`src/logic/nvsc_pkg.sv`:
```
// Shared constants, types and helpers of the nonvolatile SRAM host sequencer
package nvsc_pkg;

  // ----------------------------------------------------------------
  // Bus widths and clock
  // ----------------------------------------------------------------
  localparam int unsigned ADDR_W        = 13;
  localparam int unsigned DATA_W        = 8;
  localparam int unsigned CLK_PERIOD_NS = 10;

  // ----------------------------------------------------------------
  // Timing, each in its own unit, then as clock counts
  // ----------------------------------------------------------------
  localparam int unsigned T_ACCESS_NS   = 55;   // Slowest cycle time, least
  localparam int unsigned T_STORE_MS    = 10;   // Store duration, longest
  localparam int unsigned T_RECALL_US   = 20;   // Recall duration, longest
  localparam int unsigned T_ASSERT_NS   = 250;  // Hardware store pulse, least
  localparam int unsigned T_RECOVER_NS  = 300;  // Release to access, longest

  localparam int unsigned ACC_CYC     = (T_ACCESS_NS + CLK_PERIOD_NS - 1) / CLK_PERIOD_NS;
  localparam int unsigned STORE_CYC   = (T_STORE_MS * 1000000) / CLK_PERIOD_NS;
  localparam int unsigned RECALL_CYC  = (T_RECALL_US * 1000) / CLK_PERIOD_NS;
  localparam int unsigned ASSERT_CYC  = (T_ASSERT_NS + CLK_PERIOD_NS - 1) / CLK_PERIOD_NS;
  localparam int unsigned RECOVER_CYC = (T_RECOVER_NS + CLK_PERIOD_NS - 1) / CLK_PERIOD_NS;

  // ----------------------------------------------------------------
  // Initiation sequence
  // ----------------------------------------------------------------
  localparam logic [2:0]        SEQ_LAST    = 3'h5;
  localparam logic [ADDR_W-1:0] SEQ_A0      = 13'h0000;
  localparam logic [ADDR_W-1:0] SEQ_A1      = 13'h1555;
  localparam logic [ADDR_W-1:0] SEQ_A2      = 13'h0aaa;
  localparam logic [ADDR_W-1:0] SEQ_A3      = 13'h1fff;
  localparam logic [ADDR_W-1:0] SEQ_A4      = 13'h10f0;
  localparam logic [ADDR_W-1:0] STORE_LAST  = 13'h0f0f;
  localparam logic [ADDR_W-1:0] RECALL_LAST = 13'h0f0e;

  // ----------------------------------------------------------------
  // Types
  // ----------------------------------------------------------------
  typedef enum logic [2:0] {
    OP_READ,
    OP_WRITE,
    OP_STORE,
    OP_RECALL,
    OP_HW_STORE
  } nvsc_op_t;

  typedef struct packed {
    nvsc_op_t          op;
    logic [ADDR_W-1:0] addr;
    logic [DATA_W-1:0] data;
  } nvsc_cmd_t;

  typedef struct packed {
    logic              ce_n;
    logic              we_n;
    logic              oe_n;
    logic [ADDR_W-1:0] addr;
    logic [DATA_W-1:0] dq;
    logic              dq_oe;
  } nvsc_pins_t;

  localparam nvsc_pins_t PINS_IDLE = '{ce_n: 1'b1, we_n: 1'b1, oe_n: 1'b1,
                                       addr: '0, dq: '0, dq_oe: 1'b0};

  typedef enum logic [2:0] {
    ST_IDLE,
    ST_ACCESS,
    ST_SEQ,
    ST_NV_WAIT,
    ST_HW_PULSE,
    ST_HW_WAIT,
    ST_RECOVER
  } nvsc_state_t;

  // Address of a given step of the initiation sequence
  function automatic logic [ADDR_W-1:0] seq_addr(input logic [2:0] step,
                                                 input logic       recall);
    logic [ADDR_W-1:0] a;
    a = SEQ_A0;
    unique case (step)
      3'h0: a = SEQ_A0;
      3'h1: a = SEQ_A1;
      3'h2: a = SEQ_A2;
      3'h3: a = SEQ_A3;
      3'h4: a = SEQ_A4;
      default: a = recall ? RECALL_LAST : STORE_LAST;
    endcase
    return a;
  endfunction

endpackage

```
`src/logic/nvsc_access.sv`:
```
// One asynchronous SRAM read or write access, timed in clock cycles
`timescale 1ns/1ps
module nvsc_access #(
  parameter int unsigned ACC_CYC = nvsc_pkg::ACC_CYC
) (
  input  wire logic                         sys_clk_i, // System clock
  input  wire logic                         reset_i,   // Synchronous reset
  input  wire logic                         start_i,   // Launch one access
  input  wire logic                         write_i,   // Access is a write
  input  wire logic                         oe_en_i,   // Read drives output enable
  input  wire logic [nvsc_pkg::ADDR_W-1:0]  addr_i,    // Access address
  input  wire logic [nvsc_pkg::DATA_W-1:0]  wdata_i,   // Write data
  input  wire logic [nvsc_pkg::DATA_W-1:0]  dq_i,      // Data pins in
  output nvsc_pkg::nvsc_pins_t              pins_o,    // Memory pins out
  output logic [nvsc_pkg::DATA_W-1:0]       rdata_o,   // Captured read data
  output logic                              done_o     // Access finished
);

  if (ACC_CYC < 1 || ACC_CYC > 15)
  begin : g_bad_acc_cyc
    $error("ACC_CYC out of range");
  end

  logic       active_reg;
  logic       write_reg;
  logic       oe_en_reg;
  logic [3:0] cnt_reg;
  wire        last_w = active_reg && (cnt_reg == 4'(ACC_CYC));

  // ----------------------------------------------------------------
  // Phase counter: one setup cycle, then ACC_CYC cycles enabled
  // ----------------------------------------------------------------
  always_ff @(posedge sys_clk_i)
  begin
    if (reset_i)
    begin
      active_reg <= 1'b0;
      cnt_reg    <= 4'h0;
      write_reg  <= 1'b0;
      oe_en_reg  <= 1'b0;
    end
    else if (start_i && !active_reg)
    begin
      active_reg <= 1'b1;
      cnt_reg    <= 4'h0;
      write_reg  <= write_i;
      oe_en_reg  <= oe_en_i;
    end
    else if (last_w)
      active_reg <= 1'b0;
    else if (active_reg)
      cnt_reg <= cnt_reg + 4'h1;
  end

  // ----------------------------------------------------------------
  // Pin drive
  // ----------------------------------------------------------------
  always_ff @(posedge sys_clk_i)
  begin
    if (reset_i)
      pins_o <= nvsc_pkg::PINS_IDLE;
    else if (start_i && !active_reg)
    begin
      pins_o.addr <= addr_i;
      pins_o.dq   <= wdata_i;
    end
    else if (active_reg && cnt_reg == 4'h0)
    begin
      pins_o.ce_n  <= 1'b0;
      pins_o.we_n  <= !write_reg; // RL9
      pins_o.oe_n  <= write_reg || !oe_en_reg;
      pins_o.dq_oe <= write_reg;
    end
    else if (last_w)
    begin
      pins_o.ce_n  <= 1'b1;
      pins_o.we_n  <= 1'b1;
      pins_o.oe_n  <= 1'b1;
      pins_o.dq_oe <= 1'b0;
    end
  end

  always_ff @(posedge sys_clk_i)
  begin
    if (reset_i)
    begin
      rdata_o <= '0;
      done_o  <= 1'b0;
    end
    else
    begin
      done_o <= last_w;
      if (last_w && !write_reg)
        rdata_o <= dq_i;
    end
  end
endmodule

```
`src/logic/nvsc_host.sv`:
```
// Host sequencer for an SRAM with nonvolatile shadow store and recall
// Notes on behaviour
// RL1 - Store needs six reads ending at 0F0F
// RL2 - Recall needs same reads ending at 0F0E
// RL3 - Write enable stays high during sequence
// RL4 - Device ignores output enable for launch
// RL5 - Pin store skipped without writes since store
// RL6 - After pin store, wait for pin high
// RL7 - Write enable low first keeps outputs off
// RL8 - Chip disable never cuts nonvolatile cycle
// RL9 - Write enable high throughout ordinary reads
// RL10 - Read when chip, output enable low
// RL11 - Write when chip, write enable low
// RL12 - Wrong address aborts the sequence
// RL13 - Device ignores all inputs during store
// RL14 - Sixth access leaves outputs off, launches
// RL15 - Address taken on chip enable fall
`timescale 1ns/1ps
module nvsc_host #(
  parameter int unsigned STORE_CYC  = nvsc_pkg::STORE_CYC,
  parameter int unsigned RECALL_CYC = nvsc_pkg::RECALL_CYC
) (
  input  wire logic                         sys_clk_i,   // System clock
  input  wire logic                         reset_i,     // Synchronous reset
  input  wire logic                         cmd_valid_i, // Command offered
  input  nvsc_pkg::nvsc_cmd_t               cmd_i,       // Command
  output logic                              cmd_ready_o, // Command taken
  output logic                              rsp_valid_o, // Read data valid
  output logic [nvsc_pkg::DATA_W-1:0]       rsp_data_o,  // Read data
  output logic                              busy_o,      // Operation running
  input  wire logic [nvsc_pkg::DATA_W-1:0]  dq_i,        // Data pins in
  output nvsc_pkg::nvsc_pins_t              pins_o,      // Memory pins out
  input  wire logic                         hsb_i,       // Store/busy pin level
  output logic                              hsb_o,       // Store/busy pin value
  output logic                              hsb_oe_o     // Store/busy pin drive
);

  if (STORE_CYC < 1 || STORE_CYC >= (1 << 24) || RECALL_CYC < 1
      || RECALL_CYC >= (1 << 24))
  begin : g_bad_nv_cyc
    $error("nonvolatile cycle counts out of range");
  end

  nvsc_pkg::nvsc_state_t             state_reg;
  nvsc_pkg::nvsc_op_t                op_reg;
  logic [2:0]                        step_reg;
  logic [23:0]                       cnt_reg;
  logic                              start_reg;
  logic                              acc_write_reg;
  logic                              acc_oe_en_reg;
  logic [nvsc_pkg::ADDR_W-1:0]       acc_addr_reg;
  logic [nvsc_pkg::DATA_W-1:0]       acc_data_reg;
  logic [nvsc_pkg::DATA_W-1:0]       rdata_w;
  logic                              done_w;
  wire                               recall_w = (op_reg == nvsc_pkg::OP_RECALL);
  wire  [23:0]                       nv_last_w = recall_w ? 24'(RECALL_CYC - 1)
                                                          : 24'(STORE_CYC - 1);

  // ----------------------------------------------------------------
  // Single access engine
  // ----------------------------------------------------------------
  nvsc_access u_access (
    .sys_clk_i (sys_clk_i),
    .reset_i   (reset_i),
    .start_i   (start_reg),
    .write_i   (acc_write_reg),
    .oe_en_i   (acc_oe_en_reg),
    .addr_i    (acc_addr_reg),
    .wdata_i   (acc_data_reg),
    .dq_i      (dq_i),
    .pins_o    (pins_o),
    .rdata_o   (rdata_w),
    .done_o    (done_w)
  );

  // ----------------------------------------------------------------
  // Operation sequencer
  // ----------------------------------------------------------------
  always_ff @(posedge sys_clk_i)
  begin
    if (reset_i)
    begin
      state_reg     <= nvsc_pkg::ST_IDLE;
      op_reg        <= nvsc_pkg::OP_READ;
      step_reg      <= 3'h0;
      cnt_reg       <= 24'h0;
      start_reg     <= 1'b0;
      acc_write_reg <= 1'b0;
      acc_oe_en_reg <= 1'b0;
      acc_addr_reg  <= '0;
      acc_data_reg  <= '0;
      cmd_ready_o   <= 1'b0;
      busy_o        <= 1'b0;
      hsb_oe_o      <= 1'b0;
    end
    else
    begin
      start_reg <= 1'b0;
      unique case (state_reg)
        nvsc_pkg::ST_IDLE:
        begin
          cmd_ready_o <= 1'b1;
          busy_o      <= 1'b0;
          if (cmd_valid_i && cmd_ready_o)
          begin
            cmd_ready_o   <= 1'b0;
            busy_o        <= 1'b1;
            op_reg        <= cmd_i.op;
            step_reg      <= 3'h0;
            cnt_reg       <= 24'h0;
            acc_write_reg <= (cmd_i.op == nvsc_pkg::OP_WRITE);
            acc_oe_en_reg <= 1'b1;
            acc_data_reg  <= cmd_i.data;
            unique case (cmd_i.op)
              nvsc_pkg::OP_READ, nvsc_pkg::OP_WRITE:
              begin
                acc_addr_reg <= cmd_i.addr;
                start_reg    <= 1'b1;
                state_reg    <= nvsc_pkg::ST_ACCESS;
              end
              nvsc_pkg::OP_STORE, nvsc_pkg::OP_RECALL:
              begin
                acc_addr_reg <= nvsc_pkg::SEQ_A0; // RL1
                start_reg    <= 1'b1;
                state_reg    <= nvsc_pkg::ST_SEQ;
              end
              nvsc_pkg::OP_HW_STORE:
              begin
                hsb_oe_o  <= 1'b1;
                state_reg <= nvsc_pkg::ST_HW_PULSE;
              end
              default:
              begin
                cmd_ready_o <= 1'b1;
                busy_o      <= 1'b0;
              end
            endcase
          end
        end
        nvsc_pkg::ST_ACCESS:
          if (done_w)
            state_reg <= nvsc_pkg::ST_IDLE;
        nvsc_pkg::ST_SEQ:
          if (done_w)
          begin
            if (step_reg == nvsc_pkg::SEQ_LAST)
            begin
              cnt_reg   <= 24'h0;
              state_reg <= nvsc_pkg::ST_NV_WAIT;
            end
            else
            begin
              step_reg      <= step_reg + 3'h1;
              acc_addr_reg  <= nvsc_pkg::seq_addr(step_reg + 3'h1, recall_w); // RL2
              acc_write_reg <= 1'b0; // RL3
              acc_oe_en_reg <= (step_reg + 3'h1 != nvsc_pkg::SEQ_LAST); // RL14
              start_reg     <= 1'b1;
            end
          end
        nvsc_pkg::ST_NV_WAIT:
        begin
          cnt_reg <= cnt_reg + 24'h1; // RL8
          if (cnt_reg == nv_last_w)
            state_reg <= nvsc_pkg::ST_IDLE;
        end
        nvsc_pkg::ST_HW_PULSE:
        begin
          cnt_reg <= cnt_reg + 24'h1;
          if (cnt_reg == 24'(nvsc_pkg::ASSERT_CYC - 1))
          begin
            hsb_oe_o  <= 1'b0;
            cnt_reg   <= 24'h0;
            state_reg <= nvsc_pkg::ST_HW_WAIT;
          end
        end
        nvsc_pkg::ST_HW_WAIT:
          if (hsb_i) // RL6
            state_reg <= nvsc_pkg::ST_RECOVER;
        nvsc_pkg::ST_RECOVER:
        begin
          cnt_reg <= cnt_reg + 24'h1;
          if (!hsb_i)
            cnt_reg <= 24'h0;
          else if (cnt_reg == 24'(nvsc_pkg::RECOVER_CYC - 1))
            state_reg <= nvsc_pkg::ST_IDLE;
        end
      endcase
    end
  end

  // ----------------------------------------------------------------
  // Read response and store pin value
  // ----------------------------------------------------------------
  always_ff @(posedge sys_clk_i)
  begin
    if (reset_i)
    begin
      rsp_valid_o <= 1'b0;
      rsp_data_o  <= '0;
      hsb_o       <= 1'b0;
    end
    else
    begin
      rsp_valid_o <= done_w && state_reg == nvsc_pkg::ST_ACCESS && !acc_write_reg;
      if (done_w && state_reg == nvsc_pkg::ST_ACCESS && !acc_write_reg)
        rsp_data_o <= rdata_w;
    end
  end
endmodule

```
`config.mk`:
```
export PLATFORM = sky130hd
export DESIGN_NAME = nvsc_host
export DESIGN_NICKNAME = d
export VERILOG_FILES = /design/src/logic/nvsc_pkg.sv /design/src/logic/nvsc_access.sv /design/src/logic/nvsc_host.sv
export SDC_FILE = /design/constraint.sdc
export NUM_CORES = 1
export LEC_CHECK = 0
export ABC_AREA = 0
export BUFFER_PORTS_ARGS = -buffer_cell sky130_fd_sc_hd__buf_2
export CAP_MARGIN = 5
export CORE_ASPECT_RATIO = 1.25
export CORE_UTILIZATION = 61
export CTS_CLUSTER_DIAMETER = 200
export DETAILED_ROUTE_END_ITERATION = 8
export GPL_ROUTABILITY_DRIVEN = 0
export PLACE_DENSITY = 0.85
export SLEW_MARGIN = 0
export SYNTH_ARGS = -nofsm -noshare
export SYNTH_HDL_FRONTEND = slang
export SYNTH_HIERARCHICAL = 1
export SYNTH_SLANG_ARGS = --single-unit
```
`constraint.sdc`:
```
create_clock -name sys_clk_i -period 4.8 [get_ports sys_clk_i]
set_clock_uncertainty 0.1 [all_clocks]
set_input_delay 0.24 -clock sys_clk_i [delete_from_list [all_inputs] [get_ports sys_clk_i]]
set_output_delay 0.24 -clock sys_clk_i [all_outputs]
set_load 0.1 [all_outputs]
```
==> impl_results.rst, run 1 <==
.. list-table::
   :header-rows: 1

   * - Metric
     - Value
   * - Layout area overhead
     - 14.52%
   * - Detail-routed net length per standard cell
     - about 15 µm
   * - Count of inserted antenna diode cells
     - 0
   * - Cells after Synth
     - about 590
   * - Post-synthesis average cell area
     - about 8.4 µm²
   * - Vias per inst
     - around 5.9
   * - Share of final-layout standard cells stronger than drive strength 1
     - between 10% and 20%
   * - Number of sinks driven by the clock tree
     - 110
   * - Synthesized net count
     - 640
   * - Top cells by area in the synthesized netlist
     - dfxtp_1 44%, nand2_1 9.0%, a21oi_1 6.4%
   * - Clock root buffer master
     - clkbuf_8
   * - Total die area
     - between 0.008 and 0.009 mm²
   * - Vias after detailed routing
     - 4482
   * - Clock tree from TritonCTS
     - yes
   * - Instance count along the most critical hold path
     - 3
   * - Drt pass-1 iters
     - 5
   * - Clock buffer count from CTS
     - 9
   * - Result of the run
     - finished, final reports clean
   * - Cts repair resizes
     - 0
   * - Endpoint of the worst-slack reg-to-reg timing path
     - cnt_reg[23]
   * - Global-route usage over all layers
     - between 20% and 30%
   * - Total number of placement rows
     - 36
   * - Required time at the endpoint of the critical path
     - ~5.0 ns
   * - Count of cells along the worst register-to-register path
     - 7
   * - WL met1
     - approximately 4600 µm
   * - CTS HTree Levels
     - 3
   * - Hold Path Origin
     - cmd_i[19]
   * - Cell variety after synth
     - 61
   * - Flip-flop count of the largest register after layout
     - 25
   * - FF-to-FF setup slack
     - around 2.0 ns
   * - IR Drop Worst-Case VDD
     - 0.2858 mV
   * - Starting Density
     - 63.23%
   * - Async set-reset flop share out of synthesis
     - 0%
   * - Largest net degree at the start of global routing
     - 48
   * - # IOs
     - 74
   * - Leakage power of the design
     - about 2.1 nW
   * - Most frequent standard cell in the layout excluding fill and tap cells
     - nand2_1
   * - Total Wirelength
     - 11280 µm
   * - Floorplan core area
     - between 0.007 and 0.008 mm²
   * - Data arrival time of the critical path
     - ~3.0 ns
   * - Number of synthesized register bits
     - 110
   * - Clock input transition at the sequential cells of the worst setup and hold paths
     - ~0.1 ns
   * - Max Cap Viol
     - 0
   * - Worst setup path category
     - reg -> reg
   * - Hold slack
     - roughly 0.017 ns
   * - Commonest non-fill, non-tap cells in the layout
     - 119 x nand2_1, 110 x dfxtp_1, 72 x buf_2
   * - Worst setup path startpoint
     - step_reg[1]
   * - Count of nets left with antenna violations after detail routing
     - 0
   * - Cell type with the largest total area after synthesis
     - dfxtp_1
   * - Highest metal layer with signal wires
     - met4
   * - Total length of routed met2 wires
     - roughly 5900 µm
   * - Overall overflow remaining after global route
     - 0
   * - Sequential cell area fraction in the yosys report
     - 44.43%
   * - Final hold violation count
     - 0
   * - Met3 WL post-DR
     - ~570 µm
   * - Buffers on Ports
     - 72
   * - Buffer levels on the longest clock path
     - 2
   * - RR Startpoint
     - step_reg[1]
   * - CP Launch Type
     - flip-flop
   * - Worst hold path type
     - in -> reg
   * - Final layout net count
     - 705
   * - Power density relative to cell area
     - roughly 400 mW/mm²
   * - Setup_tns
     - 0 ns
   * - Width of the die
     - 82.62 µm
   * - Synth top area share
     - between 40% and 50%
   * - DRC violations left
     - 0
   * - Count of flip-flops with a built-in enable after synthesis
     - 0
   * - Final count of pins violating max slew
     - 0
   * - Via count of the first global-routing pass
     - around 4.2k
   * - Final clock period utilization by the worst path
     - approximately three fifths
   * - Detailed router's first-iteration violation count
     - between 200 and 300
   * - Unrepaired setup endpoints after global routing
     - no
   * - Actual slew at the worst max-slew pin
     - between 1 and 1.5 ns
   * - Initial antenna violation count
     - 0
   * - Fmax
     - ~350 MHz
   * - Final HPWL DP
     - about 7700 µm
   * - Time the final worst path needs with I/O delays and setup
     - roughly 2.8 ns
   * - Total number of yosys warnings
     - 6
   * - Endpoint class of the critical path
     - flip-flop
   * - Slew margin rel.
     - ~32%
   * - Worst-path maximum fanout
     - 20
   * - Prevailing post-synth register cell
     - dfxtp_1
   * - Die boundary height
     - 102.8 µm
   * - Clk Latency, worst-skew pair
     - 0.37 ns
   * - Final count of negative-setup-slack endpoints
     - 0
   * - Wire length of the first global-routing pass
     - between 15000 and 20000 µm
   * - Endpoint with the worst hold slack
     - acc_addr_reg[11]
   * - Area of the mapped netlist
     - just under 0.005 mm²
synth_stat cells, drive strengths merged (3+ instances only):
library cell / n
inv: 13
a31oi: 6
a21oi: 63
ha: 11
and3: 7
and2: 3
o21ai: 14
nor2: 42
a211oi: 15
nor4: 7
nand3: 11
a311oi: 5
nand2: 121
o31ai: 10
xor2: 3
nand4: 9
dfxtp: 110
or3: 11
buf: 16
nor3: 11
or4: 11
xnor2: 3
nand4b: 3
nand2b: 10
clkbuf: 16
a21o: 3
o21a: 3
mux2i: 18
nand3b: 4
nor2b: 5
where the power goes:
part	total [mW]	internal, mW	switching, mW	leakage, nW
logic	0.527	0.165	0.361	1.11
registers	1.04	0.972	0.0704	0.889
clock network	0.679	0.365	0.313	0.129
critical path: stages, from the launching register on:
cell	delay (ns)
dfxtp_1	0.37
inv_1	0.10
ha_1	0.21
and2_1	0.19
or3_1	0.28
nand4_1	0.64
or4_1	0.69
a21oi_1	0.16
layer usage:
| layer | track usage [%] | vias to the layer above |
|---|---|---|
| met5 | 0 | - |
| met4 | 14.32 | 0 |
| met3 | 3.982 | 16 |
| met2 | 48.38 | 125 |
| met1 | 31.93 | 2119 |
| li1 | - | 2222 |
timing repair:
action / CTS / global route
hold buffers: 12 / 0
hold endpoints to repair: 12 / 0
buffers inserted: 0 / 0
logic make-up (layout without fill, tap and decap cells):
family | count (synthesis) | after routing | share of synthesized area, %
AND/OR/NAND/NOR | 264 | 264 | 26.58
AO/OA/AOI/OAI | 137 | 137 | 17.39
flip-flops | 110 | 110 | 44.43
buffers and inverters | 46 | 116 | 4.039
multiplexers | 18 | 18 | 3.635
adder cells (fa/ha/maj) | 11 | 11 | 2.777
XOR/XNOR | 6 | 6 | 1.061
other | 1 | 1 | 0.07567
metrics by stage:
| step | worst slack (ns) | area [µm²] | util [%] | power [mW] | instances |
|---|---|---|---|---|---|
| 2_1_floorplan | 2.294 | 4956 | - | 1.467 | 593 |
| 3_3_place_gp | 2.168 | 5303 | 67.66 | 1.555 | 730 |
| 3_5_place_dp | 2.064 | 5303 | 67.66 | 1.572 | 730 |
| 4_1_cts | 2.069 | 5675 | 72.41 | 2.249 | 758 |
| 5_1_grt | 1.788 | 5675 | 72.41 | 2.359 | 758 |
| 6_report | 1.980 | 5675 | 72.41 | 2.248 | 758 |
layout make-up:
cell class              instances  area [µm²]
inverters                      14       52.55
flip-flops and latches        110        2202
well taps                      95       118.9
clock buffers                  10       137.6
clock inverters                 6       115.1
repair buffers                 86       495.5
multi-input cells             437        2554
fillers                       612        2162
worst max-delay path by stage:
| stage | endpoint | slack (ns) |
|---|---|---|
| floorplan | cnt_reg[12] | 2.29 |
| global placement | cnt_reg[17] | 2.17 |
| detailed placement | cnt_reg[21] | 2.06 |
| CTS | cnt_reg[19] | 2.07 |
| global route | cnt_reg[19] | 1.79 |
| finish | cnt_reg[23] | 1.98 |
No activity file was read; power rests on OpenSTA's default activity.
==> run 2, diff against run 1 <==
- CORE_UTILIZATION: 61 -> 57
- PLACE_DENSITY: 0.85 -> 0.8
- clock period: 4.8 -> 2.85 ns (I/O delays scaled with it)
==> impl_results.rst, run 2 (synthesis gave the netlist of run 1 again) <==
.. list-table::
   :header-rows: 1

   * - Metric
     - Value
   * - Power Total
     - around 3.6 mW
   * - Floorplan core area
     - ~0.0083 mm²
   * - Buffers on Ports
     - roughly 70
   * - Starting Density
     - 59.47%
   * - Fmax
     - ~420 MHz
   * - IR Drop Worst-Case VDD
     - ~0.36 mV
   * - Commonest non-fill, non-tap cells in the layout
     - 119 x nand2_1, 110 x dfxtp_1, 72 x buf_2
   * - Detailed router's first-iteration violation count
     - ~230
   * - Total Wirelength
     - ~12000 µm
   * - FF-to-FF setup slack
     - about 0.49 ns
   * - Vias after detailed routing
     - between 4k and 5k
   * - CP Launch Type
     - flip-flop
   * - Final count of pins violating max slew
     - 0
   * - Worst-path maximum fanout
     - 14
   * - Switching share of power
     - between 30% and 40%
   * - Part of the total power dissipated in combinational logic
     - 27.0%
   * - Drt pass-1 iters
     - 4
   * - Final count of negative-setup-slack endpoints
     - 0
   * - Cts repair resizes
     - 0
   * - Clock input transition at the sequential cells of the worst setup and hold paths
     - ~0.10 ns
   * - Layout area overhead
     - 18.35%
   * - Count of nets left with antenna violations after detail routing
     - 0
   * - Unrepaired setup endpoints after global routing
     - no
   * - Clk Latency, worst-skew pair
     - 0.38 ns
   * - RR Startpoint
     - cnt_reg[6]
   * - Clock buffer count from CTS
     - 9
   * - Number of sinks driven by the clock tree
     - 110
   * - Worst setup path end
     - cnt_reg[19]
   * - Flip-flop count of the largest register after layout
     - 25
   * - Count of inserted antenna diode cells
     - 0
   * - Worst setup path category
     - reg -> reg
   * - Overall overflow remaining after global route
     - 0
   * - Total of fill cells in the finished design
     - 650
   * - Critical-path cell list
     - nor4_1 > nand4b_1 > o31ai_1 > a41o_1 > buf_4 > o21ba_2
   * - Final HPWL DP
     - around 7800 µm
   * - Power density relative to cell area
     - 610.5 mW/mm²
   * - Total die area
     - between 0.009 and 0.01 mm²
   * - Slew margin rel.
     - 63.79%
   * - Result of the run
     - finished, final reports clean
   * - Global-route usage over all layers
     - between 20% and 30%
   * - Leakage power of the design
     - between 2 and 2.5 nW
   * - Internal power component
     - between 2 and 2.5 mW
   * - P_sw
     - between 1 and 1.5 mW
   * - Most frequent standard cell in the layout excluding fill and tap cells
     - nand2_1
   * - Largest net degree at the start of global routing
     - 45
   * - Worst hold path type
     - in -> reg
   * - Worst setup path startpoint
     - cnt_reg[6]
   * - Largest incremental delay on the critical path
     - slightly below 0.5 ns
   * - Buffer levels on the longest clock path
     - 2
   * - Required time at the endpoint of the critical path
     - roughly 3 ns
   * - # IOs
     - 74
   * - Number of standard cells in the layout, taps in and fillers out
     - 789
   * - Final hold violation count
     - 0
   * - Actual slew at the worst max-slew pin
     - 0.5414 ns
   * - Data arrival time of the critical path
     - approximately 2.6 ns
   * - CP max-delay cell
     - o31ai_1
   * - DRC violations left
     - 0
   * - CTS HTree Levels
     - 3
   * - Count of cells along the worst register-to-register path
     - 6
   * - Detail-routed net length per standard cell
     - between 10 and 15 µm
   * - Clock tree from TritonCTS
     - yes
   * - Final layout net count
     - roughly 730
   * - Endpoint of the worst-slack reg-to-reg timing path
     - cnt_reg[19]
   * - Post-Place Cells
     - about 740
   * - Wire length of the first global-routing pass
     - 19490 µm
   * - Initial antenna violation count
     - 0
   * - Final clock period utilization by the worst path
     - a little over 80%
   * - Die boundary height
     - between 100 and 150 µm
   * - Share of final-layout standard cells stronger than drive strength 1
     - between 10% and 20%
   * - Total number of placement rows
     - 37
   * - Time the final worst path needs with I/O delays and setup
     - about 2.4 ns
   * - Clock root buffer master
     - clkbuf_8
   * - Vias per inst
     - ~5.8
   * - Via count of the first global-routing pass
     - around 4.3k
   * - Part of the power in registers
     - 48.9%
   * - Width of the die
     - roughly 85 µm
   * - Setup_tns
     - 0 ns
   * - Core utilization of the finished layout
     - a little over two thirds
   * - Max Cap Viol
     - 0
   * - Portion of total power attributed to the clock network
     - about 24%
   * - Endpoint class of the critical path
     - flip-flop
   * - Hold slack
     - 0.01873 ns
[run 2: changes by cell type in the layout (fill, tap and decap cells not counted), sizes merged]
cell,change
dlygate4sd3,+19
buf,+10
bufinv,-3
clkinvlp,+2
clkbuf,+1
clkinv,+1
inv,-1
[run 2: cell type report]
| type | count | area, µm² | share of cell area [%] |
|---|---|---|---|
| Multi-Input combinational cell | 437 | 2554 | 43.54 |
| Sequential cell | 110 | 2202 | 37.54 |
| Timing Repair Buffer | 115 | 760.7 | 12.97 |
| Clock buffer | 11 | 131.4 | 2.240 |
| Tap cell | 97 | 121.4 | 2.069 |
| Inverter | 14 | 52.55 | 0.8959 |
| Clock inverter | 5 | 43.79 | 0.7466 |
[run 2: timing repair]
action | 4_1_cts | 5_1_grt
endpoints found under the hold margin | 31 | 0
hold buffers | 31 | 0
buffers inserted | 0 | 0
[run 2: routing by layer]
metal,GRT usage [%],vias up,wire [µm]
li1,-,2285,-
met3,3.882,24,506
met1,33.12,2145,5116
met4,12.02,0,236
met2,44.63,125,5714
met5,0,-,0
[run 2: how the worst min path moves through the flow]
stage	end	start	cells after the start
2_1_floorplan	op_reg[0]	cmd_i[21]	2
3_3_place_gp	acc_data_reg[2]	cmd_i[2]	3
3_5_place_dp	acc_data_reg[2]	cmd_i[2]	3
4_1_cts	acc_addr_reg[0]	cmd_i[8]	3
5_1_grt	acc_addr_reg[0]	cmd_i[8]	3
6_report	acc_addr_reg[0]	cmd_i[8]	3
[run 2: per-stage QoR]
stage | worst slack, ns | instance area, µm²
after floorplan | 0.3443 | 4956
after global placement | 0.6263 | 5380
after detailed placement | 0.5355 | 5380
after CTS | 0.5140 | 5866
after global routing | 0.3314 | 5866
final | 0.4876 | 5866
[run 2: power by group through the flow]
stage	logic (mW)	clock network (mW)	registers, mW
final	0.966	0.863	1.75
after global routing	1.07	0.943	1.77
after CTS	0.957	0.884	1.75
after detailed placement	0.921	0	1.79
after global placement	0.898	0	1.78
after floorplan	0.649	0	1.82
[run 2: critical path: cells and delay by family (launching register included)]
family | cells | cell delay (ns)
AOI/OAI and AO/OA | 3 | 0.94
and+or+nand+nor | 2 | 0.66
buffers and inverters | 1 | 0.21
DFF | 1 | 0.37
